$ cat config.mk
export PLATFORM = sky130hd
export DESIGN_NAME = adc_serial_readout
export DESIGN_NICKNAME = d
export VERILOG_FILES = /design/src/rtl/conv_pkg.sv /design/src/rtl/adc_serial_readout.sv /design/src/rtl/pin_sync.sv
export SDC_FILE = /design/constraint.sdc
export NUM_CORES = 1
export LEC_CHECK = 0
export BUFFER_PORTS_ARGS = -buffer_cell sky130_fd_sc_hd__buf_2
export CAP_MARGIN = 20
export CORE_UTILIZATION = 40
export DETAILED_ROUTE_END_ITERATION = 16
export PLACE_DENSITY = 0.66
export SLEW_MARGIN = 40
export SYNTH_ARGS = -nofsm -noshare
export SYNTH_HDL_FRONTEND = slang
export SYNTH_SLANG_ARGS = --single-unit
$ cat constraint.sdc
create_clock -name clk_i -period 5.85 [get_ports clk_i]
set_input_delay 0.8775 -clock clk_i [delete_from_list [all_inputs] [get_ports clk_i]]
set_output_delay 0.8775 -clock clk_i [all_outputs]
set_load 0.005 [all_outputs]
$ cat src/rtl/conv_pkg.sv
// Constants shared by the converter serial readout logic
package conv_pkg;

  // ----------------------------------------------------------------
  // Result word
  // ----------------------------------------------------------------
  localparam int unsigned RESULT_W   = 16;
  localparam logic [15:0] CODE_MAX   = 16'hffff;
  localparam logic [15:0] CODE_MIN   = 16'h0000;
  localparam logic [15:0] RESULT_RST = 16'h0000;

  // ----------------------------------------------------------------
  // Timing
  // ----------------------------------------------------------------
  localparam int unsigned CLK_PERIOD_NS  = 100;
  localparam int unsigned CONV_TIME_NS   = 1600;  // 1.6 us longest conversion
  // Longest time rounds down, never below one cycle
  localparam int unsigned CONV_CYC_RAW   = CONV_TIME_NS / CLK_PERIOD_NS;
  localparam int unsigned CONV_CYCLES    = (CONV_CYC_RAW < 1) ? 1 : CONV_CYC_RAW;
  localparam int unsigned CONV_CNT_W     = 5;
  localparam logic [4:0]  CONV_LAST      = 5'(CONV_CYCLES - 1);

  // ----------------------------------------------------------------
  // Bit counter
  // ----------------------------------------------------------------
  localparam int unsigned BIT_CNT_W  = 5;
  localparam logic [4:0]  BIT_CNT_0  = 5'h00;
  localparam logic [4:0]  BIT_CNT_N  = 5'h10;

  // ----------------------------------------------------------------
  // Converter phases, one-hot
  // ----------------------------------------------------------------
  typedef enum logic [1:0] {
    PH_IDLE = 2'b01,
    PH_CONV = 2'b10
  } phase_e;

endpackage : conv_pkg

$ cat src/rtl/adc_serial_readout.sv
// Conversion start and serial readout of a 16-bit sampling converter
//
// Behaviour
// - Convert strobe rise starts conversion, latches mode
// - Select mode: strobe low drives serial output
// - Result leaves on serial pin, shift-clock timed
// - Each selected shift-clock fall advances result one bit
// - Daisy input low at strobe rise: chain
// - Chain mode: daisy input is serial data
// - Daisy bit reappears after sixteen shift clocks
// - Daisy input high at strobe rise: select
// - Select mode: strobe or daisy low enables
// - Select mode: low select at conversion end arms busy
// - Result ready within 1.6 us of start
// - Select mode without busy: bit 15 appears first
// - Select mode: release on deselect or last
// - Straight binary, saturating at all ones on overrange
`timescale 1ns/100ps
module adc_serial_readout (
  // Clock and reset
  input  wire logic        clk_i,
  input  wire logic        reset_i,
  // Host pins
  input  wire logic        convert_strobe_i,
  input  wire logic        shift_clock_i,
  input  wire logic        mode_select_daisy_in_i,
  // Converter core sample, already straight binary
  input  wire logic [16:0] sample_i,
  // Serial result pin, three-state as output and enable
  output logic             serial_result_out_o,
  output logic             serial_result_oe_o,
  // Status
  output logic             chain_mode_o,
  output logic             busy_o
);

  // ----------------------------------------------------------------
  // Pin synchronisers
  // ----------------------------------------------------------------
  logic [2:0] pin_lvl;
  logic [2:0] pin_rise;
  logic [2:0] pin_fall;

  pin_sync #(.W(3)) u_sync (
    .clk_i   (clk_i),
    .reset_i (reset_i),
    // Daisy goes in inverted so the cleared stages read its high idle level
    .pin_i   ({~mode_select_daisy_in_i, shift_clock_i, convert_strobe_i}),
    .level_o (pin_lvl),
    .rise_o  (pin_rise),
    .fall_o  (pin_fall)
  );

  logic cnv_lvl;
  logic cnv_rise;
  logic sck_rise;
  logic sck_fall;
  logic sdi_lvl;

  assign cnv_lvl  = pin_lvl[0];
  assign cnv_rise = pin_rise[0];
  assign sck_rise = pin_rise[1];
  assign sck_fall = pin_fall[1];
  assign sdi_lvl  = ~pin_lvl[2];  // Undo the inversion: idle high after reset

  // ----------------------------------------------------------------
  // Saturating code from the core sample
  // ----------------------------------------------------------------
  // Bit 16 of the sample flags overrange; a raw signed view is not used here
  logic [15:0] sat_code;

  always_comb begin
    if (sample_i[16]) begin
      sat_code = conv_pkg::CODE_MAX;
    end else begin
      sat_code = sample_i[15:0];
    end
  end

  // ----------------------------------------------------------------
  // State
  // ----------------------------------------------------------------
  conv_pkg::phase_e phase_r;
  conv_pkg::phase_e phase_nxt;
  logic [4:0]       conv_cnt_r;
  logic [4:0]       conv_cnt_nxt;
  logic             chain_r;
  logic             chain_nxt;
  logic [15:0]      shreg_r;
  logic [15:0]      shreg_nxt;
  logic [4:0]       bit_cnt_r;
  logic [4:0]       bit_cnt_nxt;
  logic             sdo_r;
  logic             sdo_nxt;
  logic             oe_r;
  logic             oe_nxt;
  logic             busy_r;
  logic             busy_nxt;
  logic             done_r;
  logic             done_nxt;

  logic selected;
  logic conv_end;

  // Select mode is enabled by either low level; chain mode reads while high
  always_comb begin
    if (chain_r) begin
      selected = cnv_lvl;
    end else begin
      selected = ~cnv_lvl | ~sdi_lvl;
    end
  end

  assign conv_end = (phase_r == conv_pkg::PH_CONV) && (conv_cnt_r == conv_pkg::CONV_LAST);

  // ----------------------------------------------------------------
  // Conversion phase and mode latch
  // ----------------------------------------------------------------
  // Restarting mid-conversion is allowed: a new rise simply begins again
  always_comb begin
    phase_nxt    = phase_r;
    conv_cnt_nxt = conv_cnt_r;
    chain_nxt    = chain_r;
    case (phase_r)
      conv_pkg::PH_IDLE: begin
        conv_cnt_nxt = '0;
      end
      conv_pkg::PH_CONV: begin
        if (conv_end) begin
          phase_nxt = conv_pkg::PH_IDLE;
        end else begin
          conv_cnt_nxt = conv_cnt_r + 5'h01;
        end
      end
      default: begin
        phase_nxt = conv_pkg::PH_IDLE;
      end
    endcase
    if (cnv_rise) begin
      phase_nxt    = conv_pkg::PH_CONV;
      conv_cnt_nxt = '0;
      chain_nxt    = ~sdi_lvl;
    end
  end

  always_ff @(posedge clk_i or posedge reset_i) begin
    if (reset_i) begin
      phase_r    <= conv_pkg::PH_IDLE;
      conv_cnt_r <= '0;
      chain_r    <= 1'b0;
    end else begin
      phase_r    <= phase_nxt;
      conv_cnt_r <= conv_cnt_nxt;
      chain_r    <= chain_nxt;
    end
  end

  // ----------------------------------------------------------------
  // Shift path
  // ----------------------------------------------------------------
  // Loading at conversion end presents bit 15 at once, so the host's first
  // capture edge already sees the MSB when busy is not armed
  always_comb begin
    shreg_nxt   = shreg_r;
    bit_cnt_nxt = bit_cnt_r;
    sdo_nxt     = sdo_r;
    oe_nxt      = oe_r;
    busy_nxt    = busy_r;
    done_nxt    = done_r;
    if (cnv_rise) begin
      done_nxt    = 1'b0;
      busy_nxt    = 1'b0;
      bit_cnt_nxt = conv_pkg::BIT_CNT_0;
    end else if (conv_end) begin
      shreg_nxt   = sat_code;
      sdo_nxt     = sat_code[15];
      bit_cnt_nxt = conv_pkg::BIT_CNT_0;
      done_nxt    = 1'b1;
      busy_nxt    = ~chain_r & selected;
    end else if (done_r && sck_fall && selected) begin
      if (chain_r) begin
        // Daisy bit enters at the bottom, reaches the pin 15 falls later
        sdo_nxt   = shreg_r[14];
        shreg_nxt = {shreg_r[14:0], sdi_lvl};
      end else begin
        sdo_nxt   = shreg_r[14];
        shreg_nxt = {shreg_r[14:0], 1'b0};
      end
      busy_nxt = 1'b0;
      if (bit_cnt_r != conv_pkg::BIT_CNT_N) begin
        bit_cnt_nxt = bit_cnt_r + 5'h01;
      end
    end
    // Chain mode always drives; select mode follows selection and drops after the last fall
    if (chain_r) begin
      oe_nxt = 1'b1;
    end else begin
      oe_nxt = selected && (bit_cnt_nxt != conv_pkg::BIT_CNT_N);
    end
  end

  always_ff @(posedge clk_i or posedge reset_i) begin
    if (reset_i) begin
      shreg_r   <= conv_pkg::RESULT_RST;
      bit_cnt_r <= conv_pkg::BIT_CNT_0;
      sdo_r     <= 1'b0;
      oe_r      <= 1'b0;
      busy_r    <= 1'b0;
      done_r    <= 1'b0;
    end else begin
      shreg_r   <= shreg_nxt;
      bit_cnt_r <= bit_cnt_nxt;
      sdo_r     <= sdo_nxt;
      oe_r      <= oe_nxt;
      busy_r    <= busy_nxt;
      done_r    <= done_nxt;
    end
  end

  // ----------------------------------------------------------------
  // Outputs
  // ----------------------------------------------------------------
  // Busy is armed at conversion end; the pin is then held low until the first selected fall
  assign serial_result_out_o = busy_r ? 1'b0 : sdo_r;
  assign serial_result_oe_o  = oe_r;
  assign chain_mode_o        = chain_r;
  assign busy_o              = busy_r;

  // Rising shift edges are not used: data changes only on falls
  logic unused_rise;
  assign unused_rise = sck_rise;

endmodule : adc_serial_readout

$ cat src/rtl/pin_sync.sv
// Two-stage synchroniser with edge detection for outside pins
`timescale 1ns/100ps
module pin_sync #(
  parameter int unsigned W = 3
) (
  // Clock and reset
  input  wire logic         clk_i,
  input  wire logic         reset_i,
  // Raw pins and synchronised view
  input  wire logic [W-1:0] pin_i,
  output logic      [W-1:0] level_o,
  output logic      [W-1:0] rise_o,
  output logic      [W-1:0] fall_o
);

  logic [W-1:0] meta_r;
  logic [W-1:0] sync_r;
  logic [W-1:0] prev_r;

  // First stage feeds only the second stage
  always_ff @(posedge clk_i or posedge reset_i) begin
    if (reset_i) begin
      meta_r <= '0;
      sync_r <= '0;
      prev_r <= '0;
    end else begin
      meta_r <= pin_i;
      sync_r <= meta_r;
      prev_r <= sync_r;
    end
  end

  // Edges come from the settled stages only
  assign level_o = sync_r;
  assign rise_o  = sync_r & ~prev_r;
  assign fall_o  = ~sync_r & prev_r;

endmodule : pin_sync

## After elaboration in Yosys (flattened, before gate mapping)

Index checks and enable logic that the tools add are counted.

| storage, ports and cells | value |
|---|---|
| logic and storage cells | 68 |
| bits of input ports | 22 |
| output and inout bits | 4 |
| bits in registers | 40 |

| operators by class | value |
|---|---|
| eq/ne operators | 8 |
| bitwise logic cells | 11 |
| reductions and logical operators | 11 |
| mux-type cells | 24 |
| add/subtract/negate cells | 2 |

Operator list:

| operator | count |
|---|---|
| $mux 15 | 2 |
| $mux 5 | 6 |
| $mux 16 | 1 |
| $mux 1 | 11 |
| $add 5x1->5 const B | 2 |
| $ne 5x5->1 const B | 2 |
| $pmux 5 s2 | 1 |
| $ne 3x3->1 const B | 2 |
| $not 1->1 | 6 |
| $reduce_and 2->1 | 3 |
| $reduce_bool 3->1 | 2 |
| $eq 5x4->1 const B | 1 |
| $logic_and 1x1->1 | 4 |
| $mux 2 | 2 |
| $pmux 2 s2 | 1 |
| $reduce_bool 2->1 | 2 |
| $and 1x1->1 | 2 |
| $and 2x2->2 | 1 |
| $eq 2x1->1 const B | 1 |
| $eq 2x2->1 const B | 1 |
| $ne 2x2->1 const B | 1 |
| $not 2->2 | 1 |
| $or 1x1->1 | 1 |

## Logic depth before layout (Yosys ltp)

| logic depth | value |
|---|---|
| word-level depth | 10 |
| mapped depth | 9 |
| gate-level depth less buffers | 8 |

## Cells and area by module

Synthesis repeated with hierarchy kept, for this count alone.

| second synthesis, totals | value |
|---|---|
| cells, all modules | 212 |
| area, all modules | 2,059.5 µm² |

Modules (own cells, without submodules):

| module | area each (µm²) | times used | seq. area each (µm²) | cells an instance |
|---|---|---|---|---|
| adc_serial_readout | 1,778.0 | 1 | 802.0 | 196 |
| pin_sync | 281.5 | 1 | 225.2 | 16 |

## Worst setup path after synthesis

OpenSTA, ideal clock, no wires.

| timing | value |
|---|---|
| path type | register -> register |
| from | reg conv_cnt_r[0] |
| to | reg oe_r (netlist: serial_result_oe_o) |
| library setup time | 139 ps |
| required time | 5,711 ps |
| clock period less this slack | 2,252 ps |
| arrival | 2,113 ps |
| buffers on the path | 0 |
| slack | 3,598 ps |
| stages on the path, launching flop included | 9 |
| cells stage by stage | dfrtp_1 ha_1 and3_1 ha_1 inv_1 nor3_1 a21o_1 a211oi_1 or4_1 |

| between the ends | value |
|---|---|
| cells in the longest elaborated chain, start to end | 7 |

RTL lines:

| what | line | text |
|---|---|---|
| start, declared | adc_serial_readout.sv:85 | `logic [4:0] conv_cnt_r;` |
| start signal, assigned | adc_serial_readout.sv:153 | `conv_cnt_r <= conv_cnt_nxt;` |
| $eq 5x4->1 | adc_serial_readout.sv:114 | `assign conv_end = (phase_r == conv_pkg::PH_CONV) && (conv_cnt_r == conv_pkg::CONV_LAST);` |
| $logic_and 1x1->1 | adc_serial_readout.sv:114 |  |
| $mux 5 | adc_serial_readout.sv:174 | `end else if (conv_end) begin` |
| $mux 5 | adc_serial_readout.sv:170 | `if (cnv_rise) begin` |
| $ne 5x5->1 | adc_serial_readout.sv:198 | `oe_nxt = selected && (bit_cnt_nxt != conv_pkg::BIT_CNT_N);` |
| $logic_and 1x1->1 | adc_serial_readout.sv:198 |  |
| $mux 1 | adc_serial_readout.sv:195 | `if (chain_r) begin` |
| named net oe_nxt | adc_serial_readout.sv:96 | `logic oe_nxt;` |
| end signal, assigned | adc_serial_readout.sv:214 | `oe_r <= oe_nxt;` |
| end, declared | adc_serial_readout.sv:95 | `logic oe_r;` |

The timed path passes the listed nets, and every way through them passes these cells.
A chain may end at the register's enable or synchronous reset.

## Worst setup path after layout

Ends and elaborated chain as after synthesis.

==> metrics.cfg <==
[worst_setup_path]
critical_path_peak_fanout = 20
crit_slowest_cell = or4_1
startpoint_type = flip-flop
crit_chain = ha_1, and3_1, ha_1, nand3_1, nand2_1, o21ba_2, or4_1
slowest_delay_ps = 490
critical_path_class = flip-flop to flip-flop
required_ps = 6010
endpoint_kind = flip-flop
arrival_ps = 2850
cp_common_cell = ha_1

[finish]
layout-drive-gt1-share_pct = 18.5
n_fill_cell = 437
antenna_cells = 0
final_area_um2 = 2210
area_growth_pct = 14.0
stdcell_count = 285
final_common_cell = dfrtp_1
layout.nets = 258
final_cell_mix = dfrtp_1, o21ai_0, nand2_1

[floorplan]
dieArea_um2 = 5140
die_w_um = 71.7
initial_core_util_pct = 43.1
die_y_um = 71.7
rows = 24
io_pins = 26
coreArea_um2 = 4500

[worst_hold_path]
worst_hold_path_type = flip-flop to flip-flop

[yosys]
synthCells = 206
synth.distinct_cells = 40
synth.cell_area_um2 = 1940
synth_seq_cells = 40
yosys_warnings = 0
syn-num-nets = 232
yosysSeqAreaShare_pct = 51.6
postSynthAreaPerCell_um2 = 9.43

[clocking]
clk_latency_ps = 300
cts_setup_buffers = 0
clock_path_buffers = 2
cts_tree = built
hold_buffers = 0
ctsHtreeMaxLevel = 2
cts.sinks = 40
cts-root-buf = clkbuf_8
cts_buffers = 5
cts.clk_slew.worst_paths_ps = 80
ctsResizeCount = 0

[placement]
hpwl_mm = 2.62
dp_cells = 277
gp_congestion = 0.857
dpl_cell_area_um2 = 2120
portBuffers = 25

[detailed_routing]
drtIter0Drc = 114
wire_per_inst_um = 13.2
num_vias = 1502
drc = 0
routed_wl_mm = 3.77
antenna_left = 0
dr.pass1.iters = 4
post_drt_via_cell_ratio = 5.27

[sta]
timing.hold.ws_ps = 354
hold_viol_final = 0
grt_setup_unrepaired = no
worst_slew_pin_slew_ps = 726
finalSetupTns_ps = 0
maxSlewHeadroom_pct = 51.5
period_share_pct = 46.0
slew_violations = 0
max_freq_ghz = 0.372
finalSetupViolCount = 0
finClkSkew_ps = 9.89
final.min_clock_period_ps = 2690

[grt]
overflow = 0
grt_pass1_vias = 1503
grt_pass1_wl_mm = 6.82
grt_max_degree = 41
grt_util_all_layers_pct = 17.3
antenna_found_initial = 0

[power_and_ir_drop]
power_leakage_nw = 1.05
worst_ir_drop_vdd_mv = 0.174
power_density_nw_per_um2 = 229

[outcome]
status = finished clean

[flow_run]
max_cap_viol_count = 0

state kept, by name, summed over array words and instances (netlist names), 2 cells and up:
name / cells
u_sync.level_o: 3
shreg_r: 15
conv_cnt_r: 5
phase_r: 2
bit_cnt_r: 5
u_sync.prev_r: 2
u_sync.meta_r: 3
cell type report:
| cell class | count | area [µm²] | area share [%] |
|---|---|---|---|
| clock buffers | 6 | 82.6 | 3.73 |
| clock inverters | 2 | 10.0 | 0.452 |
| inverters | 10 | 37.5 | 1.69 |
| multi-input cells | 147 | 870 | 39.3 |
| flip-flops and latches | 40 | 1000 | 45.3 |
| well taps | 52 | 65.1 | 2.94 |
| repair buffers | 28 | 148 | 6.67 |
final timing paths:
| kind | from | endpoint | slack [ps] | depth (start not counted) |
|---|---|---|---|---|
| setup / recovery | conv_cnt_r[0]$_DFFE_PP0P_ | serial_result_oe_o$_DFF_PP0_ | 3160 | 7 |
| hold / removal | u_sync.meta_r[2]$_DFF_PP0_ | u_sync.level_o[2]$_DFF_PP0_ | 350 | 0 |
| setup reg to reg | conv_cnt_r[0]$_DFFE_PP0P_ | serial_result_oe_o$_DFF_PP0_ | 3160 | 7 |
| hold reg to reg | u_sync.meta_r[2]$_DFF_PP0_ | u_sync.level_o[2]$_DFF_PP0_ | 350 | 0 |
| max in group asynchronous | reset_i | phase_r[0]$_DFFE_PP1P_ | 4800 | 3 |
| min in group asynchronous | reset_i | shreg_r[0]$_DFFE_PP0P_ | 680 | 3 |
Yosys cell counts, drive strengths merged:
master    n  area, µm²
o211ai    1       7.51
o21ai    36        180
xnor2     2       17.5
or2b      1       7.51
nand3     4       20.0
a311oi    1       8.76
and2      2       12.5
nor2b     5       31.3
and3      1       6.26
and4b     1       10.0
dfstp     1       26.3
o21ba     1       10.0
ha        4       50.1
nor4      1       6.26
dfrtp    39        976
clkbuf    9       33.8
a21o      2       15.0
inv      10       37.5
nor2     15       56.3
a21oi     5       25.0
a211oi    2       15.0
o31ai     2       15.0
or4       2       18.8
or3      15       93.8
nand2    26       97.6
a32oi     1       8.76
a2bb2oi   2       17.5
nor3b     1       12.5
nand4     1       6.26
a221oi    1       15.0
o32a      1       10.0
nor4b     1       8.76
mux2i     2       20.0
nand3b    2       27.5
xor2      1       8.76
nor3      5       30.0
critical path, delay by kind of cell, from the launching register on:
family | cells | cell delay [ps]
flip-flops | 1 | 420
AO/OA/AOI/OAI | 1 | 260
adder cells (fa/ha/maj) | 2 | 480
AND/OR/NAND/NOR | 4 | 1400
logic make-up after synthesis:
| kind of cell | count (synthesis) | synth area share (%) |
|---|---|---|
| buf+inv | 19 | 3.67 |
| mux | 2 | 1.03 |
| simple gates | 83 | 22.9 |
| fa+ha+maj | 4 | 2.58 |
| compound gates | 55 | 16.9 |
| xor+xnor | 3 | 1.35 |
| flops | 40 | 51.6 |
per-stage QoR:
stage | util (%) | power, mW | setup WS, ps
floorplan | - | 0.313 | 3600
global placement | 47.1 | 0.327 | 3220
detailed placement | 47.1 | 0.328 | 3140
CTS | 49.2 | 0.516 | 3130
global route | 49.2 | 0.535 | 2890
finish | 49.2 | 0.508 | 3160
per-layer routing:
layer / track usage, % / part of all wire, % / routed length [µm] / vias up
met1: 22.3 / 48 / 1790 / 709
li1: - / - / - / 771
met4: 6.97 / 1.6 / 61 / 0
met2: 28.0 / 48 / 1830 / 15
met3: 4.22 / 2.4 / 91 / 7
met5: 0 / 0 / 0 / -
power breakdown:
| part | leakage, nW | internal [mW] | total, mW | switching (mW) |
|---|---|---|---|---|
| Combinational | 0.549 | 0.0130 | 0.0308 | 0.0178 |
| Clock | 0.0510 | 0.0940 | 0.186 | 0.0923 |
| Sequential | 0.446 | 0.283 | 0.291 | 0.00788 |
Note: power is estimated with default switching activity, not from simulation.
